## config.mk

```make
export PLATFORM = sky130hd
export DESIGN_NAME = pad_dejitter_power_config
export DESIGN_NICKNAME = d
export VERILOG_FILES = /design/src/verilog/jitter_window_filter.v /design/src/verilog/pad_dejitter_power_config.v
export VERILOG_INCLUDE_DIRS = /design/src /design/src/verilog
export SDC_FILE = /design/constraint.sdc
export NUM_CORES = 1
export LEC_CHECK = 0
export BUFFER_PORTS_ARGS = -buffer_cell sky130_fd_sc_hd__clkbuf_2
export CAP_MARGIN = 0
export CORE_UTILIZATION = 30
export DETAILED_ROUTE_END_ITERATION = 8
export SLEW_MARGIN = 20
export SYNTH_ARGS = -nofsm -noshare
export SYNTH_HDL_FRONTEND = slang
export SYNTH_HIERARCHICAL = 1
export SYNTH_SLANG_ARGS = --single-unit
```

## constraint.sdc

```tcl
create_clock -name core_clk -period 2.4 [get_ports core_clk]
set_input_delay 0.12 -clock core_clk [delete_from_list [all_inputs] [get_ports core_clk]]
set_output_delay 0.12 -clock core_clk [all_outputs]
set_load 0.02 [all_outputs]
```

## src/verilog/pad_dejitter_consts.vh

```
// Purpose: offsets, field positions and reset values of the pad,
//          jitter window and digital power gate registers
// Assumes: 16-bit register addresses, 8-bit register data
// Notes: definitions only
`ifndef PAD_DEJITTER_CONSTS_VH
`define PAD_DEJITTER_CONSTS_VH

// register offsets
`define OFS_PAD_PULL 16'h402f
`define OFS_PAD_DRIVE 16'h4030
`define OFS_CLKOUT_PAD 16'h4031
`define OFS_JITTER_WIN 16'h4032
`define OFS_POWER_GATE0 16'h4080

// reset values
`define RST_PAD_PULL 8'hcf
`define RST_PAD_DRIVE 8'h00
`define RST_CLKOUT_PAD 8'h01
`define RST_JITTER_WIN 8'h05
`define RST_POWER_GATE0 8'h00

// writable bit masks, reserved bits clear
`define MASK_PAD_PULL 8'hff
`define MASK_PAD_DRIVE 8'h0f
`define MASK_CLKOUT_PAD 8'h07
`define MASK_JITTER_WIN 8'hff
`define MASK_POWER_GATE0 8'hff

// pull field positions (low bit of each two-bit field)
`define POS_PULL_DATA 6
`define POS_PULL_LATCH 4
`define POS_PULL_CLOCK 2
`define POS_PULL_DOUT 0

// pull codes
`define PULL_UP 2'h0
`define PULL_RSVD 2'h1
`define PULL_NONE 2'h2
`define PULL_DOWN 2'h3

// drive bits
`define BIT_DRV_DATA 3
`define BIT_DRV_LATCH 2
`define BIT_DRV_CLOCK 1
`define BIT_DRV_DOUT 0

// clock out pad bits
`define BIT_CKO_DRIVE 2
`define BIT_CKO_PULLUP 1
`define BIT_CKO_PULLDN 0

// power gate bits
`define BIT_PG_ADC 7
`define BIT_PG_MEM 6
`define BIT_PG_XFER 5
`define BIT_PG_SPORT 4
`define BIT_PG_RECROUTE 3
`define BIT_PG_PLAYROUTE 2
`define BIT_PG_CLKGEN 1
`define BIT_PG_ENGINE 0

`endif

```

## src/verilog/jitter_window_filter.v

```verilog
// Purpose: one dejitter circuit, holds off repeated sample strobes
// Assumes: strobeIn is a one-cycle pulse already on core_clk
// Notes: zero window bypasses the circuit and clears its hold count
`timescale 1ns/1ps
module jitter_window_filter #(
   parameter DATA_W = 24
) (
   // clock and reset
   input wire core_clk,
   input wire rst,
   // control
   input wire [7:0] windowSize,
   // sample in
   input wire strobeIn,
   input wire [DATA_W-1:0] dataIn,
   // sample out
   output wire strobeOut,
   output wire [DATA_W-1:0] dataOut
);
   reg [7:0] holdCnt_r;
   reg strobe_r;
   reg [DATA_W-1:0] data_r;
   wire bypass;
   wire accept;

   assign bypass = (windowSize == 8'h00);
   // a strobe inside the open window is a duplicate and is dropped
   assign accept = strobeIn & (bypass | (holdCnt_r == 8'h00));

   always @(posedge core_clk) begin
      if (rst) begin
         holdCnt_r <= 8'h00;
         strobe_r <= 1'b0;
         data_r <= {DATA_W{1'b0}};
      end else begin
         strobe_r <= accept;
         if (accept) begin
            data_r <= dataIn;
         end
         if (bypass) begin
            holdCnt_r <= 8'h00;
         end else if (accept) begin
            holdCnt_r <= windowSize;
         end else if (holdCnt_r != 8'h00) begin
            holdCnt_r <= holdCnt_r - 8'h01;
         end
      end
   end

   assign strobeOut = strobe_r;
   assign dataOut = data_r;
endmodule // jitter_window_filter

```

## src/verilog/pad_dejitter_power_config.v

```verilog
// Purpose: pad pull and drive config, jitter window and power gates
// Assumes: control port decoder gives single-cycle reads and writes
// Notes: reads answer one cycle after regRd with regRdValid
`timescale 1ns/1ps
`include "pad_dejitter_consts.vh"
module pad_dejitter_power_config #(
   parameter DATA_W = 24
) (
   // clock and reset
   input wire core_clk,
   input wire rst,
   // control port register access
   input wire [15:0] regAddr,
   input wire regWr,
   input wire regRd,
   input wire [7:0] regWrData,
   output wire [7:0] regRdData,
   output wire regRdValid,
   output wire regHit,
   // control port pad settings
   output wire [1:0] control_data_pin_pull,
   output wire [1:0] control_latch_pin_pull,
   output wire [1:0] control_clock_pin_pull,
   output wire [1:0] control_data_out_pin_pull,
   output wire [3:0] padPullUpEn,
   output wire [3:0] padPullDownEn,
   output wire [3:0] padDriveHigh,
   // master clock out pad settings
   output wire master_clock_out_pin_drive,
   output wire master_clock_out_pin_pullup,
   output wire master_clock_out_pin_pulldown,
   // subsystem enables
   output wire adcEn,
   output wire dmicEn,
   output wire dacEn,
   output wire memAccessEn,
   output wire engineEn,
   output wire serialPortEn,
   output wire recordRouteEn,
   output wire playbackRouteEn,
   output wire clockGenEn,
   output wire dejitterBypass,
   // serial input sample (serial port domain)
   input wire playStrobeAsync,
   input wire [DATA_W-1:0] playDataAsync,
   output wire playStrobe,
   output wire [DATA_W-1:0] playData,
   // record sample toward serial port (strobe from port frame)
   input wire recFrameAsync,
   input wire [DATA_W-1:0] recDataIn,
   output wire recStrobe,
   output wire [DATA_W-1:0] recData
);
   reg [7:0] padPull_r;
   reg [7:0] padDrive_r;
   reg [7:0] clkOutPad_r;
   reg [7:0] jitterWin_r;
   reg [7:0] powerGate_r;
   reg [7:0] rdData_r;
   reg rdValid_r;
   reg [2:0] playSync_r;
   reg [2:0] recSync_r;
   reg [7:0] rdData_nxt;
   reg hit_nxt;
   reg [7:0] padPull_nxt;
   reg [7:0] padDrive_nxt;
   reg [7:0] clkOutPad_nxt;
   reg [7:0] jitterWin_nxt;
   reg [7:0] powerGate_nxt;
   reg [3:0] pullUp_r;
   reg [3:0] pullDown_r;
   reg adcEn_r;
   reg dmicEn_r;
   reg dacEn_r;
   reg memEn_r;
   reg engineEn_r;
   reg serialEn_r;
   reg recRouteEn_r;
   reg playRouteEn_r;
   reg clkGenEn_r;
   reg bypass_r;
   reg [DATA_W-1:0] playMeta_r;
   reg [DATA_W-1:0] playSyncData_r;
   wire playEdge;
   wire recEdge;
   wire playRaw;
   wire recRaw;

   // pull code to pull-up / pull-down enables; reserved code acts as none
   function [1:0] pull_decode;
      input [1:0] code;
      begin
         case (code)
            `PULL_UP: pull_decode = 2'h2;
            `PULL_DOWN: pull_decode = 2'h1;
            default: pull_decode = 2'h0;
         endcase
      end
   endfunction

   // whole pull register to {pull-up enables, pull-down enables}
   function [7:0] pull_enables;
      input [7:0] pullReg;
      reg [1:0] dataDec;
      reg [1:0] latchDec;
      reg [1:0] clockDec;
      reg [1:0] doutDec;
      begin
         dataDec = pull_decode(pullReg[`POS_PULL_DATA+1:`POS_PULL_DATA]);
         latchDec = pull_decode(pullReg[`POS_PULL_LATCH+1:`POS_PULL_LATCH]);
         clockDec = pull_decode(pullReg[`POS_PULL_CLOCK+1:`POS_PULL_CLOCK]);
         doutDec = pull_decode(pullReg[`POS_PULL_DOUT+1:`POS_PULL_DOUT]);
         pull_enables = {dataDec[1], latchDec[1], clockDec[1], doutDec[1],
            dataDec[0], latchDec[0], clockDec[0], doutDec[0]};
      end
   endfunction

   // address decode and read mux
   always @* begin
      rdData_nxt = 8'h00;
      hit_nxt = 1'b1;
      case (regAddr)
         `OFS_PAD_PULL: rdData_nxt = padPull_r;
         `OFS_PAD_DRIVE: rdData_nxt = padDrive_r;
         `OFS_CLKOUT_PAD: rdData_nxt = clkOutPad_r;
         `OFS_JITTER_WIN: rdData_nxt = jitterWin_r;
         `OFS_POWER_GATE0: rdData_nxt = powerGate_r;
         default: hit_nxt = 1'b0;
      endcase
   end

   assign regHit = hit_nxt;

   // next register values; reserved bits masked off on write
   always @* begin
      padPull_nxt = padPull_r;
      padDrive_nxt = padDrive_r;
      clkOutPad_nxt = clkOutPad_r;
      jitterWin_nxt = jitterWin_r;
      powerGate_nxt = powerGate_r;
      if (regWr) begin
         case (regAddr)
            `OFS_PAD_PULL:
               padPull_nxt = regWrData & `MASK_PAD_PULL;
            `OFS_PAD_DRIVE:
               padDrive_nxt = regWrData & `MASK_PAD_DRIVE;
            `OFS_CLKOUT_PAD:
               clkOutPad_nxt = regWrData & `MASK_CLKOUT_PAD;
            `OFS_JITTER_WIN:
               jitterWin_nxt = regWrData & `MASK_JITTER_WIN;
            `OFS_POWER_GATE0:
               powerGate_nxt = regWrData & `MASK_POWER_GATE0;
            default: ;
         endcase
      end
   end

   always @(posedge core_clk) begin
      if (rst) begin
         padPull_r <= `RST_PAD_PULL;
         padDrive_r <= `RST_PAD_DRIVE;
         clkOutPad_r <= `RST_CLKOUT_PAD;
         jitterWin_r <= `RST_JITTER_WIN;
         powerGate_r <= `RST_POWER_GATE0;
         rdData_r <= 8'h00;
         rdValid_r <= 1'b0;
      end else begin
         rdValid_r <= regRd;
         if (regRd) begin
            rdData_r <= rdData_nxt;
         end
         padPull_r <= padPull_nxt;
         padDrive_r <= padDrive_nxt;
         clkOutPad_r <= clkOutPad_nxt;
         jitterWin_r <= jitterWin_nxt;
         powerGate_r <= powerGate_nxt;
      end
   end

   // decoded pulls and gated enables, loaded from next values so they
   // change on the same edge as the register they come from
   always @(posedge core_clk) begin
      if (rst) begin
         {pullUp_r, pullDown_r} <= pull_enables(`RST_PAD_PULL);
         adcEn_r <= 1'b0;
         dmicEn_r <= 1'b0;
         dacEn_r <= 1'b0;
         memEn_r <= 1'b0;
         engineEn_r <= 1'b0;
         serialEn_r <= 1'b0;
         recRouteEn_r <= 1'b0;
         playRouteEn_r <= 1'b0;
         clkGenEn_r <= 1'b0;
         bypass_r <= 1'b0;
      end else begin
         {pullUp_r, pullDown_r} <= pull_enables(padPull_nxt);
         memEn_r <= powerGate_nxt[`BIT_PG_MEM];
         adcEn_r <= powerGate_nxt[`BIT_PG_ADC] &
            powerGate_nxt[`BIT_PG_MEM];
         dmicEn_r <= powerGate_nxt[`BIT_PG_ADC];
         dacEn_r <= powerGate_nxt[`BIT_PG_MEM];
         engineEn_r <= powerGate_nxt[`BIT_PG_ENGINE] &
            powerGate_nxt[`BIT_PG_MEM];
         serialEn_r <= powerGate_nxt[`BIT_PG_XFER] |
            powerGate_nxt[`BIT_PG_SPORT];
         recRouteEn_r <= powerGate_nxt[`BIT_PG_RECROUTE];
         playRouteEn_r <= powerGate_nxt[`BIT_PG_PLAYROUTE];
         clkGenEn_r <= powerGate_nxt[`BIT_PG_CLKGEN];
         bypass_r <= (jitterWin_nxt == 8'h00);
      end
   end

   assign regRdData = rdData_r;
   assign regRdValid = rdValid_r;

   // pad outputs
   assign control_data_pin_pull =
      padPull_r[`POS_PULL_DATA+1:`POS_PULL_DATA];
   assign control_latch_pin_pull =
      padPull_r[`POS_PULL_LATCH+1:`POS_PULL_LATCH];
   assign control_clock_pin_pull =
      padPull_r[`POS_PULL_CLOCK+1:`POS_PULL_CLOCK];
   assign control_data_out_pin_pull =
      padPull_r[`POS_PULL_DOUT+1:`POS_PULL_DOUT];
   assign padPullUpEn = pullUp_r;
   assign padPullDownEn = pullDown_r;
   assign padDriveHigh = {padDrive_r[`BIT_DRV_DATA],
      padDrive_r[`BIT_DRV_LATCH], padDrive_r[`BIT_DRV_CLOCK],
      padDrive_r[`BIT_DRV_DOUT]};
   assign master_clock_out_pin_drive = clkOutPad_r[`BIT_CKO_DRIVE];
   // stored bit driven as written, one enables the pull-up
   assign master_clock_out_pin_pullup = clkOutPad_r[`BIT_CKO_PULLUP];
   assign master_clock_out_pin_pulldown =
      clkOutPad_r[`BIT_CKO_PULLDN];

   // subsystem enables; memory controller gates the ADC, DAC and engine enables
   assign memAccessEn = memEn_r;
   assign adcEn = adcEn_r;
   assign dmicEn = dmicEn_r;
   assign dacEn = dacEn_r;
   assign engineEn = engineEn_r;
   assign serialPortEn = serialEn_r;
   assign recordRouteEn = recRouteEn_r;
   assign playbackRouteEn = playRouteEn_r;
   assign clockGenEn = clkGenEn_r;
   assign dejitterBypass = bypass_r;

   // strobes from the serial port domain: two flops, then edge detect
   always @(posedge core_clk) begin
      if (rst) begin
         playSync_r <= 3'h0;
         recSync_r <= 3'h0;
         playMeta_r <= {DATA_W{1'b0}};
         playSyncData_r <= {DATA_W{1'b0}};
      end else begin
         playSync_r <= {playSync_r[1:0], playStrobeAsync};
         recSync_r <= {recSync_r[1:0], recFrameAsync};
         // sample word passes the same two flops as its strobe
         playMeta_r <= playDataAsync;
         playSyncData_r <= playMeta_r;
      end
   end

   assign playRaw = playSync_r[1] & ~playSync_r[2];
   assign recRaw = recSync_r[1] & ~recSync_r[2];
   assign playEdge = playRaw & serialPortEn & playbackRouteEn;
   assign recEdge = recRaw & serialPortEn & recordRouteEn &
      engineEn;

   jitter_window_filter #(
      .DATA_W(DATA_W)
   ) u_play_filter (
      .core_clk(core_clk),
      .rst(rst),
      .windowSize(jitterWin_r),
      .strobeIn(playEdge),
      .dataIn(playSyncData_r),
      .strobeOut(playStrobe),
      .dataOut(playData)
   );

   jitter_window_filter #(
      .DATA_W(DATA_W)
   ) u_rec_filter (
      .core_clk(core_clk),
      .rst(rst),
      .windowSize(jitterWin_r),
      .strobeIn(recEdge),
      .dataIn(recDataIn),
      .strobeOut(recStrobe),
      .dataOut(recData)
   );
endmodule // pad_dejitter_power_config
```

==> flow_results.org <==
** Floorplanning
- The die covers 23300 um2.
- For this design the top-level I/O count stands at 171.
- The initial utilization of the core area, before any placement, comes to 30.9%.
- The floorplan step defined a core boundary enclosing 22000 um2.
- The floorplan has 54 rows.
- From left edge to right edge, the die measures 153 um.
- Measured along the y axis, the die boundary spans 153 um.

** STA
- Setup Skew :: 0.0116 ns
- For this run, the top clock speed supported by timing is 521 MHz.
- Post-Route Setup TNS :: 0 ns
- The number of max-slew violations in the final report was 0.
- Relative slew slack :: 66.1%
- The hold violation count in the final report was 0.
- Hold WS :: 0.0379 ns
- The worst path needs 1.92 ns of the cycle, external delays included.
- Crit share post-route :: 79.9%
- Number of setup violations in the final report :: 0
- Setup repair after global routing left no endpoint under its margin.
- At the pin with the least slew margin, the transition time is 0.505 ns.

** Placed design
- RePlAce Congestion :: 0.812
- Buffers placed on the I/O ports in this run total 170.
- Final HPWL from detailed placement :: 11300 um
- Instance area at placement :: 8050 um2

** Run status
- The final reports fail on design-rule violations.
- Run status :: complete, but fails checks

** Global routing
- Largest net degree at the start of global routing :: 67
- Global Route Usage Sum :: 15.0%
- Total gr overflow :: 0
- The initial antenna violation count came to 0.
- Number of global-route vias before repair :: 5495
- The first global-routing pass estimated 27800 um of wire.

** Power and ir drop
- In this run the static leakage power is 3.84 nW.
- Worst vdd ir :: 0.000364 V
- In this run the power density over the cells is 650 nW/um2.

** Logic synthesis
- After synthesis, the netlist uses 54 different library cells.
- Gate Count Post-Synth :: 686
- Largest cells by area after synthesis :: sky130_fd_sc_hd__dfxtp_1, sky130_fd_sc_hd__mux2i_1, sky130_fd_sc_hd__nand2_1, sky130_fd_sc_hd__nor2b_1, sky130_fd_sc_hd__a211oi_1
- Yosys mapped a number of flops with a built-in enable equal to 0.
- After synthesis, flip-flops and latches occupy 50.6% of the total area.
- In the synthesized netlist the async set-or-reset flop fraction comes to 0%.
- Most used DFF post-synth :: sky130_fd_sc_hd__dfxtp_1
- Most frequent cell after synthesis :: sky130_fd_sc_hd__dfxtp_1
- Largest area contributor in the synthesized netlist :: sky130_fd_sc_hd__dfxtp_1
- Cell types with the highest counts after synthesis :: sky130_fd_sc_hd__dfxtp_1, sky130_fd_sc_hd__nand2_1, sky130_fd_sc_hd__mux2i_1
- The synthesized netlist occupies a cell area of 6800 um2.
- The number of nets handed over by synthesis was 774.
- Seq cells post-synth :: 172
- In this run the biggest area consumer among cell types represents 50.6% of the synthesized area.
- A synthesized cell averages 9.91 um2.
- Yosys printed 6 warnings.

** CTS
- In this run the clock root is driven by a sky130_fd_sc_hd__clkbuf_16.
- CTS tree :: done
- Clock latency of the later-clocked register in the worst-skew pair :: 0.43 ns
- Maximum level of the CTS H-tree :: 4
- Resized cells post-CTS :: 0
- Post-CTS Hold Buffers :: 53
- Clock buffer count from CTS :: 17
- Clock sink count :: 172
- CTS clock-pin slew for the worst setup and hold paths :: 0.07 ns
- The clock passes through at most 2 buffers.
- Post CTS Setup Buffer Count :: 0

** Worst setup path
- Worst EP arrival :: 2.23 ns
- Data on the critical path is required at its endpoint by 2.71 ns.
- STA classifies the critical path startpoint as an input port.
- Counting cells, the worst reg-to-reg path comes to 6.
- Worst Path Max Fanout :: 8
- Kind of critical path :: input port to flip-flop
- The worst setup path is captured at a flip-flop.

** Final layout
- Post-layout net count :: 1008
- The repair_antennas step left the layout with diodes totalling 0.
- End-of-flow core utilization :: 41.7%
- FILL cells :: 2157
- Finished Cell Area :: 9180 um2
- Cells with a size suffix above 1 make up 27.5% of the layout.
- Signed area change from the synthesized netlist to the final layout :: 35.0%

** Routing
- Count of antenna-violating nets left after detailed routing :: 0
- Summing over every cut layer, the via total after detailed routing is 5525.
- Number of DRC markers after the initial detailed-route iteration :: 296
- In the final routed layout, each cell accounts on average for 13.9 um.
- The first detailed-routing pass ran for 8 iterations.
- Per-cell via count in the routed design :: 4.55
- DR DRC count :: 16
- Wire length reported by the detailed router :: 16900 um

** Flow run
- Reported max-cap violation count :: 0

** Worst hold path
- Class of the most critical hold timing path :: input port to flip-flop
- Hold path cells :: 3
-- layout by cell type, fill, tap and decap left out, types with 17 or more instances in the layout --
cell type,count
sky130_fd_sc_hd__a211oi_1,24
sky130_fd_sc_hd__a21oi_1,18
sky130_fd_sc_hd__buf_4,23
sky130_fd_sc_hd__clkbuf_16,17
sky130_fd_sc_hd__clkbuf_2,169
sky130_fd_sc_hd__dfxtp_1,172
sky130_fd_sc_hd__dlygate4sd3_1,53
sky130_fd_sc_hd__inv_1,17
sky130_fd_sc_hd__mux2i_1,67
sky130_fd_sc_hd__nand2_1,121
sky130_fd_sc_hd__nor2_1,34
sky130_fd_sc_hd__nor2b_1,57
-- state kept, by name, summed over array words and instances, names as in the netlist, 4 cells and up --
signal	count
jitterWin_r	8
u_play_filter/dataOut	24
u_rec_filter/holdCnt_r	8
padDrive_r	4
padPull_r	8
playMeta_r	24
u_play_filter/holdCnt_r	8
playSyncData_r	24
padPullUpEn	4
padPullDownEn	4
regRdData	8
powerGate_r	8
u_rec_filter/dataOut	24
-- critical path, cell delays in order --
cell and delay, ns:
sky130_fd_sc_hd__clkbuf_2 0.11, sky130_fd_sc_hd__or4b_1 0.60, sky130_fd_sc_hd__nor4_4 0.25, sky130_fd_sc_hd__and2_1 0.20
sky130_fd_sc_hd__buf_12 0.15, sky130_fd_sc_hd__mux2i_2 0.25, sky130_fd_sc_hd__inv_1 0.09, sky130_fd_sc_hd__ha_2 0.19
sky130_fd_sc_hd__or2_2 0.26
-- cell families (layout without fill, tap and decap cells) --
kind of cell	Yosys count	after routing	synth area share (%)
xor gates and xnor gates	12	12	1.55
buffers and inverters	53	300	4.25
adders and majority gates	10	10	1.84
muxes	70	70	10.3
and+or+nand+nor	291	291	22.8
AOI/OAI and AO/OA	78	78	8.61
DFF	172	172	50.6
-- routing by layer --
| metal | wire, um | share of wire (%) | GRT usage (%) | vias to the layer above |
|---|---|---|---|---|
| met1 | 7900 | 47 | 19.1 | 2488 |
| met2 | 7350 | 44 | 23.9 | 196 |
| met5 | 0 | 0 | 0 | - |
| met3 | 1290 | 7.7 | 4.47 | 25 |
| li1 | - | - | - | 2816 |
| met4 | 308 | 1.8 | 5.34 | 0 |
-- worst paths after layout --
check	slack [ns]	from	endpoint
setup reg to reg	0.50	powerGate_r[3]	u_rec_filter/dataOut[14]
setup / recovery	0.48	regAddr[4]	padPullDownEn[0]
hold reg to reg	0.43	playMeta_r[4]	playSyncData_r[4]
hold / removal	0.04	regWrData[6]	powerGate_r[6]
-- per-stage QoR --
stage	setup WS [ns]	std cells	power, mW
after detailed placement	0.0959	1128	3.22
final	0.482	1213	5.96
after global placement	0.140	1128	3.21
after floorplan	0.00201	686	3.10
after global routing	0.370	1213	6.23
after CTS	0.498	1213	6.06
-- cell type report --
class                      instances  area, um2  share of cell area (%)
inverter                          19       71.3                   0.777
tap                              280        350                    3.82
timing repair buffer             249       1630                    17.7
sequential                       172       3440                    37.5
clock buffer                      17        425                    4.63
multi-input combinational        461       3090                    33.7
clock inverter                    15        170                    1.85
-- power breakdown --
part           internal [mW]  switching (mW)
registers               2.90          0.0115
clock network           1.41            1.34
logic                  0.157           0.151
total                   4.47            1.50
No activity file was read; power rests on OpenSTA's default activity.
